==> config.mk <==
export PLATFORM = sky130hd
export DESIGN_NAME = emb_bus
export DESIGN_NICKNAME = d
export VERILOG_FILES = /design/src/emb_pkg.sv /design/src/emb_bus.sv
export SDC_FILE = /design/constraint.sdc
export NUM_CORES = 1
export LEC_CHECK = 0
export BUFFER_PORTS_ARGS = -buffer_cell sky130_fd_sc_hd__buf_4
export CORE_ASPECT_RATIO = 0.75
export CORE_MARGIN = 5
export CORE_UTILIZATION = 35
export DETAILED_ROUTE_END_ITERATION = 8
export PLACE_DENSITY = 0.7
export REMOVE_ABC_BUFFERS = 1
export SLEW_MARGIN = 0
export SYNTH_ARGS = -nofsm -noshare
export SYNTH_HDL_FRONTEND = slang
export SYNTH_SLANG_ARGS = --single-unit
==> constraint.sdc <==
create_clock -name core_clk -period 3.05 [get_ports core_clk]
set_input_delay 0.305 -clock core_clk [delete_from_list [all_inputs] [get_ports core_clk]]
set_output_delay 0.305 -clock core_clk [all_outputs]
set_load 0.1 [all_outputs]
==> src/emb_pkg.sv <==
// Shared constants, types and register map of the external memory bus block
package emb_pkg;

    // Register port offsets
    localparam logic [3:0] REG_MODE  = 4'h0;
    localparam logic [3:0] REG_WAIT  = 4'h1;
    localparam logic [3:0] REG_HOST  = 4'h2;
    localparam logic [3:0] REG_STAT  = 4'h3;
    localparam logic [3:0] REG_PORT3 = 4'h4;

    // Processor mode codes
    localparam logic [1:0] MODE_SINGLE = 2'h0;
    localparam logic [1:0] MODE_EXPAND = 2'h1;
    localparam logic [1:0] MODE_MICRO  = 2'h2;

    // Slow memory wait mode codes
    localparam logic [1:0] WM_SOFT    = 2'h0;
    localparam logic [1:0] WM_RDY     = 2'h2;
    localparam logic [1:0] WM_RDY_EXT = 2'h3;

    // Values after reset
    localparam logic [7:0] RST_MODE  = 8'h00;
    localparam logic [7:0] RST_WAIT  = 8'h00;
    localparam logic [7:0] RST_HOST  = 8'h00;
    localparam logic [7:0] RST_PORT3 = 8'h00;

    // CPU address map
    localparam logic [15:0] P3_ADDR   = 16'h000e;
    localparam logic [15:0] NOWAIT_LO = 16'h0008;
    localparam logic [15:0] NOWAIT_HI = 16'h000f;
    localparam logic [15:0] SFR_HI    = 16'h003f;
    localparam logic [15:0] RAM_LO    = 16'h0040;
    localparam logic [15:0] RAM_HI    = 16'h0fff;
    localparam logic [15:0] ROM_LO    = 16'h8000;

    // Core clock period in ns, base bus cycle length in core_clk cycles
    localparam int CLK_PERIOD_NS = 25;
    localparam int BASE_CYCLES   = 1;

    // Wait configuration layout
    typedef struct packed {
        logic [1:0] spare;
        logic       hold_en;
        logic       spare4;
        logic [1:0] wait_mode;
        logic [1:0] wait_cnt;
    } emb_wait_cfg_s;

    // Latched CPU request
    typedef struct packed {
        logic        we;
        logic [15:0] addr;
        logic [7:0]  wdata;
    } emb_cpu_req_s;

    typedef enum logic [2:0] {
        ST_IDLE   = 3'b000,
        ST_ACCESS = 3'b001,
        ST_WAIT   = 3'b010,
        ST_STALL  = 3'b011,
        ST_HOLD   = 3'b100
    } emb_state_e;

endpackage

==> src/emb_bus.sv <==
// External memory bus interface: strobes, waits, overlap routing and hold
//
// Overview of operation
// - Low ready input stretches cycle one to three in wait mode 10; mode 11 stalls while it stays low
// - Wait count 01 adds exactly one cycle
// - Strobe stays low through every wait cycle
// - Port three address reads external in expansion
// - Port three write updates latch, and external in expansion
// - Overlapped address: internal memory is valid
// - Overlap read: internal data, external strobe still
// - Overlap write: internal and external both written
// - Read strobe on reads, write strobe on writes
// - Strobes also for internal accesses in expansion
// - Buffer-full output enabled disables hold acknowledge
// - Waits only for external accesses in expansion
// - No waits at addresses 0008 through 000F
// - Mode write switches expansion for next access, ROM window at once
// - Ready tied low waits every eligible cycle
// - Wait mode 00 selects fixed software wait
// - Wait mode 10 selects ready-input wait
// - Internal accesses never wait
// - Mode 01 selects expansion, internal ROM valid
//
// The register offsets and the strobed register port were decided locally.
`timescale 1ns/1ps
`default_nettype none

module emb_bus
(
    input  wire logic        core_clk,
    input  wire logic        rst_n,
    input  wire logic [3:0]  reg_addr,
    input  wire logic [7:0]  reg_wdata,
    input  wire logic        reg_wr,
    input  wire logic        reg_rd,
    output logic      [7:0]  reg_rdata,
    input  wire logic        cpu_req,
    input  wire logic        cpu_we,
    input  wire logic [15:0] cpu_addr,
    input  wire logic [7:0]  cpu_wdata,
    output logic             cpu_ready,
    output logic      [7:0]  cpu_rdata,
    output logic      [15:0] int_addr,
    output logic      [7:0]  int_wdata,
    output logic             int_we,
    input  wire logic [7:0]  int_rdata,
    output logic      [15:0] ext_addr,
    output logic             ext_addr_oe,
    output logic      [7:0]  ext_data_out,
    output logic             ext_data_oe,
    input  wire logic [7:0]  ext_data_in,
    output logic             rd_n,
    output logic             wr_n,
    input  wire logic        rdy_n,
    input  wire logic        hold_n,
    output logic             hold_acknowledge_out_n,
    output logic             host_input_buffer_full_out_en,
    output logic      [7:0]  port_three_latch
);

    ////////////////////////////////////////////////////////////////////////
    // Declarations

    logic [1:0]            mode;
    logic [1:0]            next_mode;
    emb_pkg::emb_wait_cfg_s wait_cfg;
    emb_pkg::emb_wait_cfg_s next_wait_cfg;
    logic                  ibf_en;
    logic                  next_ibf_en;
    logic [7:0]            next_port_three_latch;
    logic [7:0]            next_reg_rdata;

    emb_pkg::emb_state_e   state;
    emb_pkg::emb_state_e   next_state;
    emb_pkg::emb_cpu_req_s req;
    emb_pkg::emb_cpu_req_s next_req;
    logic [1:0]            wait_left;
    logic [1:0]            next_wait_left;
    logic [7:0]            next_cpu_rdata;
    logic                  req_ext_mode;
    logic                  next_req_ext_mode;

    logic                  ext_mode;
    logic                  int_hit;
    logic                  nowait_hit;
    logic                  wait_ok;
    logic                  finish;
    logic                  p3_write;
    logic                  strobe;

    ////////////////////////////////////////////////////////////////////////
    // Address decode of the latched request

    // Expansion is sampled at acceptance, so it changes next access; the ROM window uses the live mode
    assign ext_mode   = (mode == emb_pkg::MODE_EXPAND) || (mode == emb_pkg::MODE_MICRO);
    // Internal area wins where both exist; ROM drops out in microprocessor mode
    assign int_hit    = !req_ext_mode
                      || (req.addr <= emb_pkg::SFR_HI
                          && !(req.addr >= emb_pkg::NOWAIT_LO && req.addr <= emb_pkg::NOWAIT_HI))
                      || (req.addr >= emb_pkg::RAM_LO && req.addr <= emb_pkg::RAM_HI)
                      || (req.addr >= emb_pkg::ROM_LO && mode != emb_pkg::MODE_MICRO);
    assign nowait_hit = req.addr >= emb_pkg::NOWAIT_LO && req.addr <= emb_pkg::NOWAIT_HI;
    // Waits only for true external area in expansion modes
    assign wait_ok    = req_ext_mode && !int_hit && !nowait_hit;
    assign finish     = cpu_ready;
    assign p3_write   = finish && req.we && req.addr == emb_pkg::P3_ADDR;
    assign strobe     = req_ext_mode
                      && (state == emb_pkg::ST_ACCESS || state == emb_pkg::ST_WAIT
                          || state == emb_pkg::ST_STALL);

    ////////////////////////////////////////////////////////////////////////
    // Register file next values

    always_comb
    begin
        next_mode             = mode;
        next_wait_cfg         = wait_cfg;
        next_ibf_en           = ibf_en;
        next_port_three_latch = port_three_latch;
        next_reg_rdata        = 8'h00;
        if (reg_wr)
        begin
            unique case (reg_addr)
                emb_pkg::REG_MODE:  next_mode     = reg_wdata[1:0];
                emb_pkg::REG_WAIT:  next_wait_cfg = reg_wdata;
                emb_pkg::REG_HOST:  next_ibf_en   = reg_wdata[0];
                emb_pkg::REG_PORT3: next_port_three_latch = reg_wdata;
                default:            next_mode     = mode;
            endcase
        end
        // Port three writes from the CPU always reach the latch
        if (p3_write)
            next_port_three_latch = req.wdata;
        if (reg_rd)
        begin
            unique case (reg_addr)
                emb_pkg::REG_MODE:  next_reg_rdata = {6'h00, mode};
                emb_pkg::REG_WAIT:  next_reg_rdata = wait_cfg;
                emb_pkg::REG_HOST:  next_reg_rdata = {7'h00, ibf_en};
                emb_pkg::REG_STAT:  next_reg_rdata = {3'h0, wait_left, state};
                emb_pkg::REG_PORT3: next_reg_rdata = port_three_latch;
                default:            next_reg_rdata = 8'h00;
            endcase
        end
    end

    // Register file flops
    always_ff @(posedge core_clk or negedge rst_n)
    begin
        if (!rst_n)
        begin
            mode             <= emb_pkg::RST_MODE[1:0];
            wait_cfg         <= emb_pkg::RST_WAIT;
            ibf_en           <= emb_pkg::RST_HOST[0];
            port_three_latch <= emb_pkg::RST_PORT3;
            reg_rdata        <= 8'h00;
        end
        else
        begin
            mode             <= next_mode;
            wait_cfg         <= next_wait_cfg;
            ibf_en           <= next_ibf_en;
            port_three_latch <= next_port_three_latch;
            reg_rdata        <= next_reg_rdata;
        end
    end

    assign host_input_buffer_full_out_en = ibf_en;

    ////////////////////////////////////////////////////////////////////////
    // Bus cycle sequencer next values

    always_comb
    begin
        next_state        = state;
        next_req          = req;
        next_req_ext_mode = req_ext_mode;
        next_wait_left    = wait_left;
        next_cpu_rdata    = cpu_rdata;
        cpu_ready         = 1'b0;
        unique case (state)
            emb_pkg::ST_IDLE:
            begin
                // Hold has priority over a waiting request
                if (ext_mode && wait_cfg.hold_en && !hold_n)
                    next_state = emb_pkg::ST_HOLD;
                else if (cpu_req)
                begin
                    next_req          = '{we: cpu_we, addr: cpu_addr, wdata: cpu_wdata};
                    next_req_ext_mode = ext_mode;
                    next_state        = emb_pkg::ST_ACCESS;
                end
            end
            emb_pkg::ST_ACCESS:
            begin
                // Ready is judged in the first strobe cycle, and again in each stall cycle of extended ready mode
                if (wait_ok && wait_cfg.wait_mode == emb_pkg::WM_RDY_EXT && !rdy_n)
                    next_state = emb_pkg::ST_STALL;
                else if (wait_ok && wait_cfg.wait_cnt != 2'h0
                         && (wait_cfg.wait_mode == emb_pkg::WM_SOFT
                             || wait_cfg.wait_mode == emb_pkg::WM_RDY_EXT
                             || (wait_cfg.wait_mode == emb_pkg::WM_RDY && !rdy_n)))
                begin
                    next_wait_left = wait_cfg.wait_cnt;
                    next_state     = emb_pkg::ST_WAIT;
                end
                else
                    cpu_ready = 1'b1;
            end
            emb_pkg::ST_STALL:
            begin
                // Extended ready mode keeps stretching while ready is low
                if (rdy_n && wait_cfg.wait_cnt == 2'h0)
                    cpu_ready = 1'b1;
                else if (rdy_n)
                begin
                    next_wait_left = wait_cfg.wait_cnt;
                    next_state     = emb_pkg::ST_WAIT;
                end
            end
            emb_pkg::ST_WAIT:
            begin
                // Ready pulses here are ignored: no re-extension late in the cycle
                if (wait_left == 2'h1)
                    cpu_ready = 1'b1;
                next_wait_left = wait_left - 2'h1;
            end
            emb_pkg::ST_HOLD:
                if (hold_n)
                    next_state = emb_pkg::ST_IDLE;
            default:
                next_state = emb_pkg::ST_IDLE;
        endcase
        if (cpu_ready)
        begin
            next_state = emb_pkg::ST_IDLE;
            // Port three reads the latch only in single-chip mode
            if (!req_ext_mode && req.addr == emb_pkg::P3_ADDR)
                next_cpu_rdata = port_three_latch;
            else if (int_hit)
                next_cpu_rdata = int_rdata;
            else
                next_cpu_rdata = ext_data_in;
        end
    end

    // Sequencer flops
    always_ff @(posedge core_clk or negedge rst_n)
    begin
        if (!rst_n)
        begin
            state        <= emb_pkg::ST_IDLE;
            req          <= '0;
            req_ext_mode <= 1'b0;
            wait_left    <= 2'h0;
            cpu_rdata    <= 8'h00;
        end
        else
        begin
            state        <= next_state;
            req          <= next_req;
            req_ext_mode <= next_req_ext_mode;
            wait_left    <= next_wait_left;
            cpu_rdata    <= next_cpu_rdata;
        end
    end

    ////////////////////////////////////////////////////////////////////////
    // Pin drive; internal write happens alongside the external one

    assign int_addr     = req.addr;
    assign int_wdata    = req.wdata;
    assign int_we       = finish && req.we && int_hit;
    assign ext_addr     = req.addr;
    assign ext_addr_oe  = req_ext_mode && state != emb_pkg::ST_HOLD;
    assign ext_data_out = req.wdata;
    assign ext_data_oe  = strobe && req.we;
    // Strobes for every access in expansion modes, held through waits
    assign rd_n = !(strobe && !req.we);
    assign wr_n = !(strobe && req.we);
    // Acknowledge is muted while the host buffer-full output is enabled
    assign hold_acknowledge_out_n = !(state == emb_pkg::ST_HOLD && !ibf_en);
endmodule

`default_nettype wire

# ---- Yosys cells after proc, flatten, opt, wreduce, memory -nomap -nowiden
# Index checks and enable logic that the tools add are counted.
dict set report classes {
  muxes 26
  n_addsub 1
  magnitude_cmp 6
  n_bitwise 1
  n_eq_ne 26
  reduce_logical 56
}
# operator count
set ops {}
lappend ops {{$mux 8} 6}
lappend ops {{$pmux 8 s5} 1}
lappend ops {{$mux 3} 8}
lappend ops {{$logic_and 1x1->1} 23}
lappend ops {{$eq 16x4->1 const B} 1}
lappend ops {{$ge 16x16->1 const B} 1}
lappend ops {{$ge 16x4->1 const B} 1}
lappend ops {{$ge 16x7->1 const B} 1}
lappend ops {{$le 16x12->1 const B} 1}
lappend ops {{$le 16x4->1 const B} 1}
lappend ops {{$le 16x6->1 const B} 1}
lappend ops {{$pmux 3 s5} 1}
lappend ops {{$ne 3x3->1 const B} 4}
lappend ops {{$logic_not 1->1} 10}
lappend ops {{$ne 2x2->1 const B} 5}
lappend ops {{$eq 4x2->1 const B} 2}
lappend ops {{$logic_or 1x1->1} 8}
lappend ops {{$mux 2} 4}
lappend ops {{$reduce_and 2->1} 4}
lappend ops {{$eq 2x2->1 const B} 3}
lappend ops {{$eq 3x2->1 const B} 2}
lappend ops {{$pmux 2 s3} 1}
lappend ops {{$reduce_and 6->1} 1}
lappend ops {{$reduce_bool 2->1} 3}
lappend ops {{18 further kinds} 23}
dict set report word_totals {
  reg_bits 66
  inputBits 60
}

# ---- Logic depth before layout (Yosys ltp)
# Gate-level depths: netlist of the first run.
dict set report logic_depth {
  word_depth 19
  ltp_mapped 7
}

# ---- Worst setup path after synthesis of the first run
# Ideal clock, no wire load.
dict set report synth_path {
  path_kind {reg-to-output}
  startpoint {register wait_cfg[2] (netlist bit)}
  endpoint {output int_we}
  stages_incl_launch_ff 7
  required_time_ns 2.745
  path_buffers 1
  path_slack_ns 0.268
  arrival_time_ns 2.477
  cell_sequence {dfrtp_1 ha_1 and2b_4 nand2b_1 o211ai_2 buf_2 and3_1}
}
dict set report synth_between {
  elab_chain_len 9
}
# element line_no
set synth_lines {}
lappend synth_lines {{start, declared} emb_bus.sv:66} ;# emb_pkg::emb_wait_cfg_s wait_cfg;
lappend synth_lines {{start signal, assigned} emb_bus.sv:153} ;# wait_cfg <= emb_pkg::RST_WAIT;
lappend synth_lines {{start signal, assigned} emb_bus.sv:161} ;# wait_cfg <= next_wait_cfg;
lappend synth_lines {{$eq 2x2->1, or another cell as far along} {emb_bus.sv:197, emb_bus.sv:201}}
lappend synth_lines {{$logic_or 1x1->1 or $logic_and 1x1->1 (tied branches)} {emb_bus.sv:201, emb_bus.sv:202}}
lappend synth_lines {{$logic_or 1x1->1} emb_bus.sv:202} ;# || (wait_cfg.wait_mode == emb_pkg::WM_RDY && !rdy_n)))
lappend synth_lines {{$logic_and 1x1->1} emb_bus.sv:200} ;# && (wait_cfg.wait_mode == emb_pkg::WM_SOFT
lappend synth_lines {{$mux 1} emb_bus.sv:199} ;# else if (wait_ok && wait_cfg.wait_cnt != 2'h0
lappend synth_lines {{$mux 1 *} emb_bus.sv:197} ;# if (wait_ok && wait_cfg.wait_mode == emb_pkg::WM_RDY_EXT && !rdy_n)
lappend synth_lines {{$pmux 1 s3 *} emb_bus.sv:181} ;# unique case (state)
lappend synth_lines {{via cpu_ready} emb_bus.sv:41} ;# output logic cpu_ready,
lappend synth_lines {{$logic_and 1x1->1 * (2 in series)} emb_bus.sv:273} ;# assign int_we = finish && req.we && int_hit;
lappend synth_lines {{end, declared} emb_bus.sv:45} ;# output logic int_we,
# The timed path passes the listed nets; every way through them passes the cells marked *.

# ---- Final worst setup path of the first run
dict set report layout_path {
  startpoint {register req (netlist bit ext_addr[13])}
  endpoint {output int_we}
}
dict set report layout_between {
  elab_chain_len 17
}
# element line_no
set layout_lines {}
lappend layout_lines {{start, declared} emb_bus.sv:75} ;# emb_pkg::emb_cpu_req_s req;
lappend layout_lines {{start signal, assigned} emb_bus.sv:261} ;# req <= next_req;
lappend layout_lines {{$ge 16x4->1 or $le 16x4->1 (tied branches)} {emb_bus.sv:99, emb_bus.sv:102}}
lappend layout_lines {{$logic_and 1x1->1} {emb_bus.sv:99, emb_bus.sv:102}}
lappend layout_lines {{$logic_not 1->1} {emb_bus.sv:99, emb_bus.sv:104}}
lappend layout_lines {{$logic_and 1x1->1} emb_bus.sv:99} ;# && !(req.addr >= emb_pkg::NOWAIT_LO && req.addr <= emb_pkg::NOWAIT_HI))
lappend layout_lines {{$logic_or 1x1->1} emb_bus.sv:98} ;# || (req.addr <= emb_pkg::SFR_HI
lappend layout_lines {{$logic_or 1x1->1} emb_bus.sv:100} ;# || (req.addr >= emb_pkg::RAM_LO && req.addr <= emb_pkg::RAM_HI)
lappend layout_lines {{$logic_or 1x1->1} emb_bus.sv:101} ;# || (req.addr >= emb_pkg::ROM_LO && mode != emb_pkg::MODE_MICRO);
lappend layout_lines {{$logic_not 1->1} emb_bus.sv:104} ;# assign wait_ok = req_ext_mode && !int_hit && !nowait_hit;
lappend layout_lines {{$logic_and 1x1->1 (2 in series)} emb_bus.sv:104}
lappend layout_lines {{$logic_and 1x1->1} emb_bus.sv:199}
lappend layout_lines {{$logic_and 1x1->1} emb_bus.sv:200}
lappend layout_lines {{$mux 1} emb_bus.sv:199}
lappend layout_lines {{$mux 1} emb_bus.sv:197}
lappend layout_lines {{$pmux 1 s3} emb_bus.sv:181}
lappend layout_lines {{$logic_and 1x1->1} emb_bus.sv:273}
lappend layout_lines {{$logic_and 1x1->1 *} emb_bus.sv:273}
# Every way passes the cells marked *; elsewhere a longest branch is shown, timed or not.

==> results of run 1 <==
## stage by stage
step	area, um^2	TNS [ns]	worst slack, ns	utilization	hold slack (ns)
after floorplan	3370	-8.16	-0.823	-	0.00941
after global placement	4620	0	0.893	0.429	0.460
after detailed placement	4620	0	0.835	0.429	0.478
after CTS	4960	0	0.481	0.461	0.121
after global routing	4960	0	0.356	0.461	0.151
final	4960	0	0.481	0.461	0.0525
## Yosys cell counts (3+ instances only)
cell | instances | area share
buf_6 | 4 | 0.012
o21ai_0 | 10 | 0.013
buf_4 | 48 | 0.095
nor4_4 | 3 | 0.017
nor3_1 | 10 | 0.013
dfrtp_1 | 66 | 0.43
nand2b_1 | 4 | 0.0066
inv_1 | 10 | 0.0099
and2_1 | 3 | 0.0049
nand3_1 | 6 | 0.0079
mux2_2 | 53 | 0.16
clkbuf_1 | 4 | 0.0039
a31oi_1 | 8 | 0.013
nand2_1 | 9 | 0.0089
nor2b_1 | 5 | 0.0082
o211ai_1 | 18 | 0.036
a22oi_1 | 4 | 0.0079
ha_1 | 4 | 0.013
mux2_1 | 8 | 0.024
nor2_1 | 8 | 0.0079
mux2i_1 | 6 | 0.016
a21oi_1 | 3 | 0.0039
## flip-flops by register name, summed over array words and instances (netlist names)
signal	cells
mode	2
state	3
wait_cfg	8
req	1
cpu_rdata	8
ext_data_out	8
host_input_buffer_full_out_en	1
wait_left	2
req_ext_mode	1
reg_rdata	8
port_three_latch	8
ext_addr	16
## cell families (layout without fill, tap and decap cells)
logic type | count (synthesis) | in the layout | synth area share
DFF | 66 | 66 | 0.434
muxes | 68 | 68 | 0.202
and+or+nand+nor | 71 | 71 | 0.132
buffers and inverters | 69 | 169 | 0.124
adders and majority gates | 4 | 4 | 0.0131
AOI/OAI and AO/OA | 52 | 52 | 0.0950
## area by class of cell
type / count / area [um^2]
timing repair buffer: 143 / 1070
tap: 140 / 175
inverter: 10 / 37.5
multi-input combinational: 195 / 1680
fill: 998 / 5810
clock buffer: 9 / 225
sequential: 66 / 1650
clock inverter: 7 / 118
## how the worst max path moves through the flow
| stage | startpoint | endpoint | depth (start not counted) |
|---|---|---|---|
| 2_1_floorplan | ext_addr[15] | int_we | 4 |
| 6_report | ext_addr[13] | int_we | 4 |
| 3_3_place_gp | ext_addr[13] | int_we | 4 |
| 3_5_place_dp | ext_addr[10] | port_three_latch[0] | 5 |
| 5_1_grt | ext_addr[13] | int_we | 4 |
| 4_1_cts | ext_addr[13] | int_we | 4 |
## routing by layer
| metal | vias to the layer above | part of all wire |
|---|---|---|
| met2 | 132 | 0.48 |
| met1 | 1434 | 0.41 |
| met3 | 17 | 0.092 |
| li1 | 1339 | - |
| met5 | - | 0 |
| met4 | 0 | 0.020 |
==> flow_metrics.tcl, run 1 <==
set metrics [dict create \
    max_freq_mhz 389 \
    wl_per_cell_um 18.5 \
    diodes 0 \
    async_flop_share 1.00 \
    fp.dieH_um 100 \
    grtUsageMet3 0.0734 \
    synth.distinct_cells 50 \
    grt_antenna_before_repair 0 \
    detail-route-antenna-nets 0 \
    dpl.hpwl_mm 8.11 \
    finClkSkew_ns 0.00814 \
    path_delay_family "simple AND/OR/NAND/NOR gates" \
    clk_pin_slew_worst_paths_ns 0.05 \
    hold_buffers 0 \
    vias 2922 \
    rr_worst_depth 5 \
    layout_commonest_cell "buf_4" \
    hold_class "input pin to asynchronous set/reset pin" \
    coreArea_um2 10800 \
    clockBufferDepth 2 \
    cp-start-kind "register" \
    fin_crit_sh 0.842 \
    slew_headroom 0.420 \
    overflow 0 \
    pin_count 140 \
    clock_latency_ns 0.33 \
    outcome "finished, final reports clean" \
    crit_arrival_ns 2.26 \
    area_delta_synth_final_pct 30.4 \
    grt_pass1_wl_mm 16.9 \
    dpl.cell_count 554 \
    drc 0 \
    ys_seq_elements 66 \
    layout-drive-gt1-share 0.533 \
    ys_warn_count 0 \
    crit_required_ns 2.74 \
    first_global_vias 3164 \
    nets 489 \
    drt_first_pass_iters 4 \
    finalSetupViolations 0 \
    final-hold-violation-count 0 \
    cts_made_buffers 9 \
    synthFlopType "dfrtp_1" \
    cpPeakStageDelay_ns 0.78 \
    synth_cells 330 \
    critical-path-slowest-cell "or4_1" \
    die_x_um 130 \
    die-area_um2 13100 \
    synth_edf_count 0 \
    critical_path.max_fanout 11 \
    use_met1 0.202 \
    htreeDepth 3 \
    use_met2 0.266 \
    vias_per_cell 5.13 \
    numPortBuffers 139 \
    end_kind "output pin" \
    gp_congestion 0.841 \
    r2r_setup_slack_ns 0.85 \
    syn_area_per_cell_um2 11.5 \
    drtIter0Drc 149 \
    post-route-min-period_ns 2.57 \
    reg2reg_from "state[1]" \
    wl_mm 10.6 \
    rsz0062_at_grt "false" \
    cts_tree "yes" \
    regToRegEndpoint "port_three_latch[0]" \
    rows 33 \
    final_cell_mix "143 x buf_4, 66 x dfrtp_1, 53 x mux2_2" \
    grt_usage 0.167 \
    worst_slew_pin_slew_ns 0.870 \
    top_usage_layer "met2" \
    drv_slew 0 \
    cts.sinks 66 \
    grt_max_degree 67 \
    crit_type "register to output pin" \
    ys_seq_area_frac 0.434 \
    initial_core_util 0.353 \
    cts_setup_buffers 0 \
    syn_area_um2 3810 \
    max_cap_viol_count 0 \
    crit_buf_inv 1 \
    instances_no_fill 570 \
    root_buffer "clkbuf_16" \
    cts_resized 0 \
    path_cells "or4_1 > o21ai_0 > and3_1 > buf_4" \
]
Power of run 1 is not shown: default switching activity piles up to over one toggle a cycle in this logic, so the estimate is an artifact.
==> run 2: changes to the inputs <==
- PLACE_DENSITY: 0.7 -> 0.72
- clock period: 3.05 -> 2.25 ns (I/O delays scaled with it)
==> run 2 against run 1 <==
  * Die area unchanged
  * Routed wire length fell by 2.2%
  * Final area grew 0.66%
  * Cell count increased by 1.2%
  * Worst hold slack lost 0.052 ns
  * Worst setup slack got worse by 0.42 ns
  * Flip-flop and latch count is the same
  * Via count about the same
  * Sequential share of layout area down 0.17 points
  * Largest cell class unchanged
  * Clock skew is 0.0054 ns higher
==> flow_metrics.tcl, run 2 (synthesis gave the netlist of run 1 again) <==
set metrics [dict create \
    timing.hold.ws_ns 0.000634 \
    root_buffer "clkbuf_16" \
    drv_slew 0 \
    outcome "finished, final reports clean" \
    wl_per_cell_um 17.9 \
    placed_area_um2 4670 \
    drc 0 \
    multi_input_area_um2 1690 \
    htreeDepth 3 \
    diodes 0 \
    final-hold-violation-count 0 \
    rsz0062_at_grt "false" \
    grt_antenna_before_repair 0 \
    die-area_um2 13100 \
    slew_headroom 0.438 \
    max_freq_mhz 456 \
    fin_crit_sh 0.974 \
    clock_latency_ns 0.33 \
    design_area_um2 5000 \
    first_global_vias 3160 \
    coreArea_um2 10800 \
    hold_buffers 0 \
    initial_core_util 0.353 \
    detail-route-antenna-nets 0 \
    grt_usage 0.160 \
    area_delta_synth_final_pct 31.3 \
    die_x_um 130 \
    grt_pass1_wl_mm 16.1 \
    finalSetupViolations 0 \
    rows 33 \
    wl_mm 10.3 \
    worst_slew_pin_slew_ns 0.844 \
    vias_per_cell 5.06 \
    drtIter0Drc 157 \
    nets 497 \
    cts_made_buffers 9 \
    finClkSkew_ns 0.0136 \
    final_cell_mix "148 x buf_4, 64 x dfrtp_1, 53 x mux2_2" \
    end_kind "output pin" \
    clockBufferDepth 2 \
    dpl.hpwl_mm 7.97 \
    drt_first_pass_iters 4 \
    cp-start-kind "register" \
    final_util 0.464 \
    fin_ws_ns 0.0579 \
    ff_latch_area_um2 1650 \
    grt_max_degree 67 \
    cts_tree "yes" \
    overflow 0 \
    largest_reg_flops 16 \
    crit_required_ns 2.03 \
    cts.sinks 66 \
    fp.dieH_um 100 \
    crit_arrival_ns 1.97 \
    numPortBuffers 139 \
    pre_cts_slack_ns 0.215 \
    vias 2920 \
    crit_type "register to output pin" \
    max_cap_viol_count 0 \
    pin_count 140 \
    gp_congestion 0.853 \
    layout-drive-gt1-share 0.547 \
    clk_pin_slew_worst_paths_ns 0.05 \
    post-route-min-period_ns 2.19 \
    hold_class "input pin to asynchronous set/reset pin" \
    layout_commonest_cell "buf_4" \
    critical_path.max_fanout 5 \
    fillers 971 \
]
[run 2: cell type report]
cell class              count  area share
multi-input cells         195       0.339
flip-flops and latches     66       0.331
repair buffers            151       0.233
clock buffers              13      0.0521
well taps                 140      0.0351
inverters                  10     0.00751
clock inverters             2     0.00250
[run 2: timing repair]
action / 4_1_cts / 5_1_grt
pin swaps: 1 / 0
endpoints found under the setup margin: 1 / 1
resized for setup: 7 / 3
cloned: 0 / 0
buffers inserted: 3 / 0
[run 2: routing by layer]
layer	GRT usage	up-vias	share of wire
li1	-	1352	-
met1	0.205	1430	0.42
met2	0.258	126	0.48
met3	0.0505	12	0.079
met4	0.0498	0	0.020
met5	0	-	0
[run 2: path summary, 6_finish.rpt]
kind	start	to	cells past startpoint	slack (ns)
worst max register to register	ext_addr[15]	port_three_latch[7]	6	0.19
max in group asynchronous	rst_n	ext_addr[15]	1	1.64
worst min-delay path	rst_n	ext_data_out[6]	1	0.0006
worst min register to register	wait_cfg[6]	wait_cfg[6]	1	0.51
worst max-delay path	ext_addr[13]	int_we	4	0.06
min in group core_clk	hold_n	state[2]	2	0.12
[run 2: worst max-delay path, cell delays in order, from the launching register on]
cell and delay [ns]:
dfrtp_1 0.43, or4_4 0.60, o21ai_1 0.20, and3_1 0.22
buf_12 0.18
[run 2: metrics by stage]
step / cells / TNS [ns]
2_1_floorplan: 271 / -24.64
3_3_place_gp: 559 / 0
3_5_place_dp: 559 / 0
4_1_cts: 577 / 0
5_1_grt: 577 / 0
6_report: 577 / 0
Power of run 2 is left out for the same reason.
==> run 3: changes to the inputs <==
- CTS_BUF_LIST: unset -> sky130_fd_sc_hd__clkbuf_4 sky130_fd_sc_hd__clkbuf_8 sky130_fd_sc_hd__clkbuf_16
==> run 3 against run 2 <==
  * Critical path depth unchanged
  * Clock-buffer cell count unchanged
  * First-iteration DRC count increased by 4.5%
  * Critical path type unchanged
  * Largest cell class unchanged
==> flow_metrics.tcl, run 3 (synthesis gave the netlist of run 1 again) <==
set metrics [dict create \
    cts_tree "yes" \
    die-area_um2 13100 \
    r2r_setup_slack_ns 0.16 \
    crit_type "register to output pin" \
    area_delta_synth_final_pct 31.7 \
    initial_core_util 0.353 \
    drv_slew 0 \
    clockBufferDepth 2 \
    overflow 0 \
    fp.dieH_um 100 \
    dpl.hpwl_mm 7.97 \
    wl_per_cell_um 18.0 \
    layout_commonest_cell "buf_4" \
    htreeDepth 3 \
    nets 497 \
    cts.sinks 66 \
    hold_class "input pin to asynchronous set/reset pin" \
    end_kind "output pin" \
    fillers 970 \
    grt_max_degree 67 \
    grt_antenna_before_repair 0 \
    outcome "finished, final reports clean" \
    path_delay_family "simple AND/OR/NAND/NOR gates" \
    crit_buf_inv 1 \
    clk_pin_slew_worst_paths_ns 0.05 \
    path_cells "or4_4 > o21ai_2 > and3_1 > buf_12" \
    wl_mm 10.4 \
    cpPeakStageDelay_ns 0.61 \
    finalSetupViolations 0 \
    fin_crit_sh 0.972 \
    detail-route-antenna-nets 0 \
    pin_count 140 \
    rsz0062_at_grt "false" \
    drtIter0Drc 164 \
    final-hold-violation-count 0 \
    root_buffer "clkbuf_16" \
    drt_first_pass_iters 4 \
    rows 33 \
    largest_reg_flops 16 \
    diodes 0 \
    clock_latency_ns 0.33 \
    timing.hold.ws_ns 0.00829 \
    finClkSkew_ns 0.0104 \
    post-route-min-period_ns 2.19 \
    cp-start-kind "register" \
    die_x_um 130 \
    critical_path.max_fanout 5 \
    vias_per_cell 5.14 \
    grt_usage 0.160 \
    first_global_vias 3158 \
    crit_required_ns 2.03 \
    coreArea_um2 10800 \
    vias 2963 \
    gp_congestion 0.853 \
    crit_arrival_ns 1.96 \
    max_cap_viol_count 0 \
    numPortBuffers 139 \
    worst_slew_pin_slew_ns 0.852 \
    final_cell_mix "148 x buf_4, 64 x dfrtp_1, 53 x mux2_2" \
    cts_made_buffers 9 \
    layout-drive-gt1-share 0.556 \
    max_freq_mhz 457 \
    drc 0 \
    slew_headroom 0.432 \
    critical-path-slowest-cell "or4_4" \
    grt_pass1_wl_mm 16.2 \
]
==> run 3: worst paths after layout <==
check	cells past startpoint	startpoint	to
worst max-delay path	4	ext_addr[13]	int_we
worst min-delay path	1	rst_n	ext_data_out[6]
worst max register to register	6	ext_addr[15]	cpu_rdata[1]
worst min register to register	1	wait_cfg[6]	wait_cfg[6]
max in group asynchronous	1	rst_n	ext_addr[15]
min in group core_clk	2	hold_n	state[2]
==> run 3: per-layer routing <==
| metal | up-vias | GRT usage | part of all wire |
|---|---|---|---|
| li1 | 1353 | - | - |
| met5 | - | 0 | 0 |
| met1 | 1460 | 0.207 | 0.42 |
| met3 | 12 | 0.0500 | 0.083 |
| met4 | 0 | 0.0443 | 0.016 |
| met2 | 138 | 0.261 | 0.48 |
==> run 3: timing repair <==
action / in CTS / in global routing
endpoints found under the hold margin: 0 / 0
resized for setup: 7 / 5
endpoints found under the setup margin: 1 / 1
gates cloned: 0 / 0
pin swaps: 1 / 0
hold buffers: 0 / 0
buffers inserted: 3 / 0
==> run 3: final cells by class <==
cell class	instances	area (um^2)	share of cell area
repair buffers	151	1160	0.232
clock buffers	13	268	0.0534
well taps	140	175	0.0349
clock inverters	2	12.5	0.00250
multi-input cells	195	1700	0.340
flip-flops and latches	66	1650	0.330
inverters	10	37.5	0.00749
==> run 3: metrics by stage <==
step / TNS (ns) / util / instances / setup slack [ns] / cell area, um^2
3_5_place_dp: 0 / 0.433 / 559 / 0.215 / 4670
4_1_cts: 0 / 0.463 / 577 / 0.0428 / 4990
6_report: 0 / 0.465 / 577 / 0.0632 / 5010
2_1_floorplan: -24.64 / - / 271 / -1.54 / 3370
3_3_place_gp: 0 / 0.433 / 559 / 0.255 / 4670
5_1_grt: 0 / 0.465 / 577 / 0.00307 / 5010
Power of run 3 is left out for the same reason.
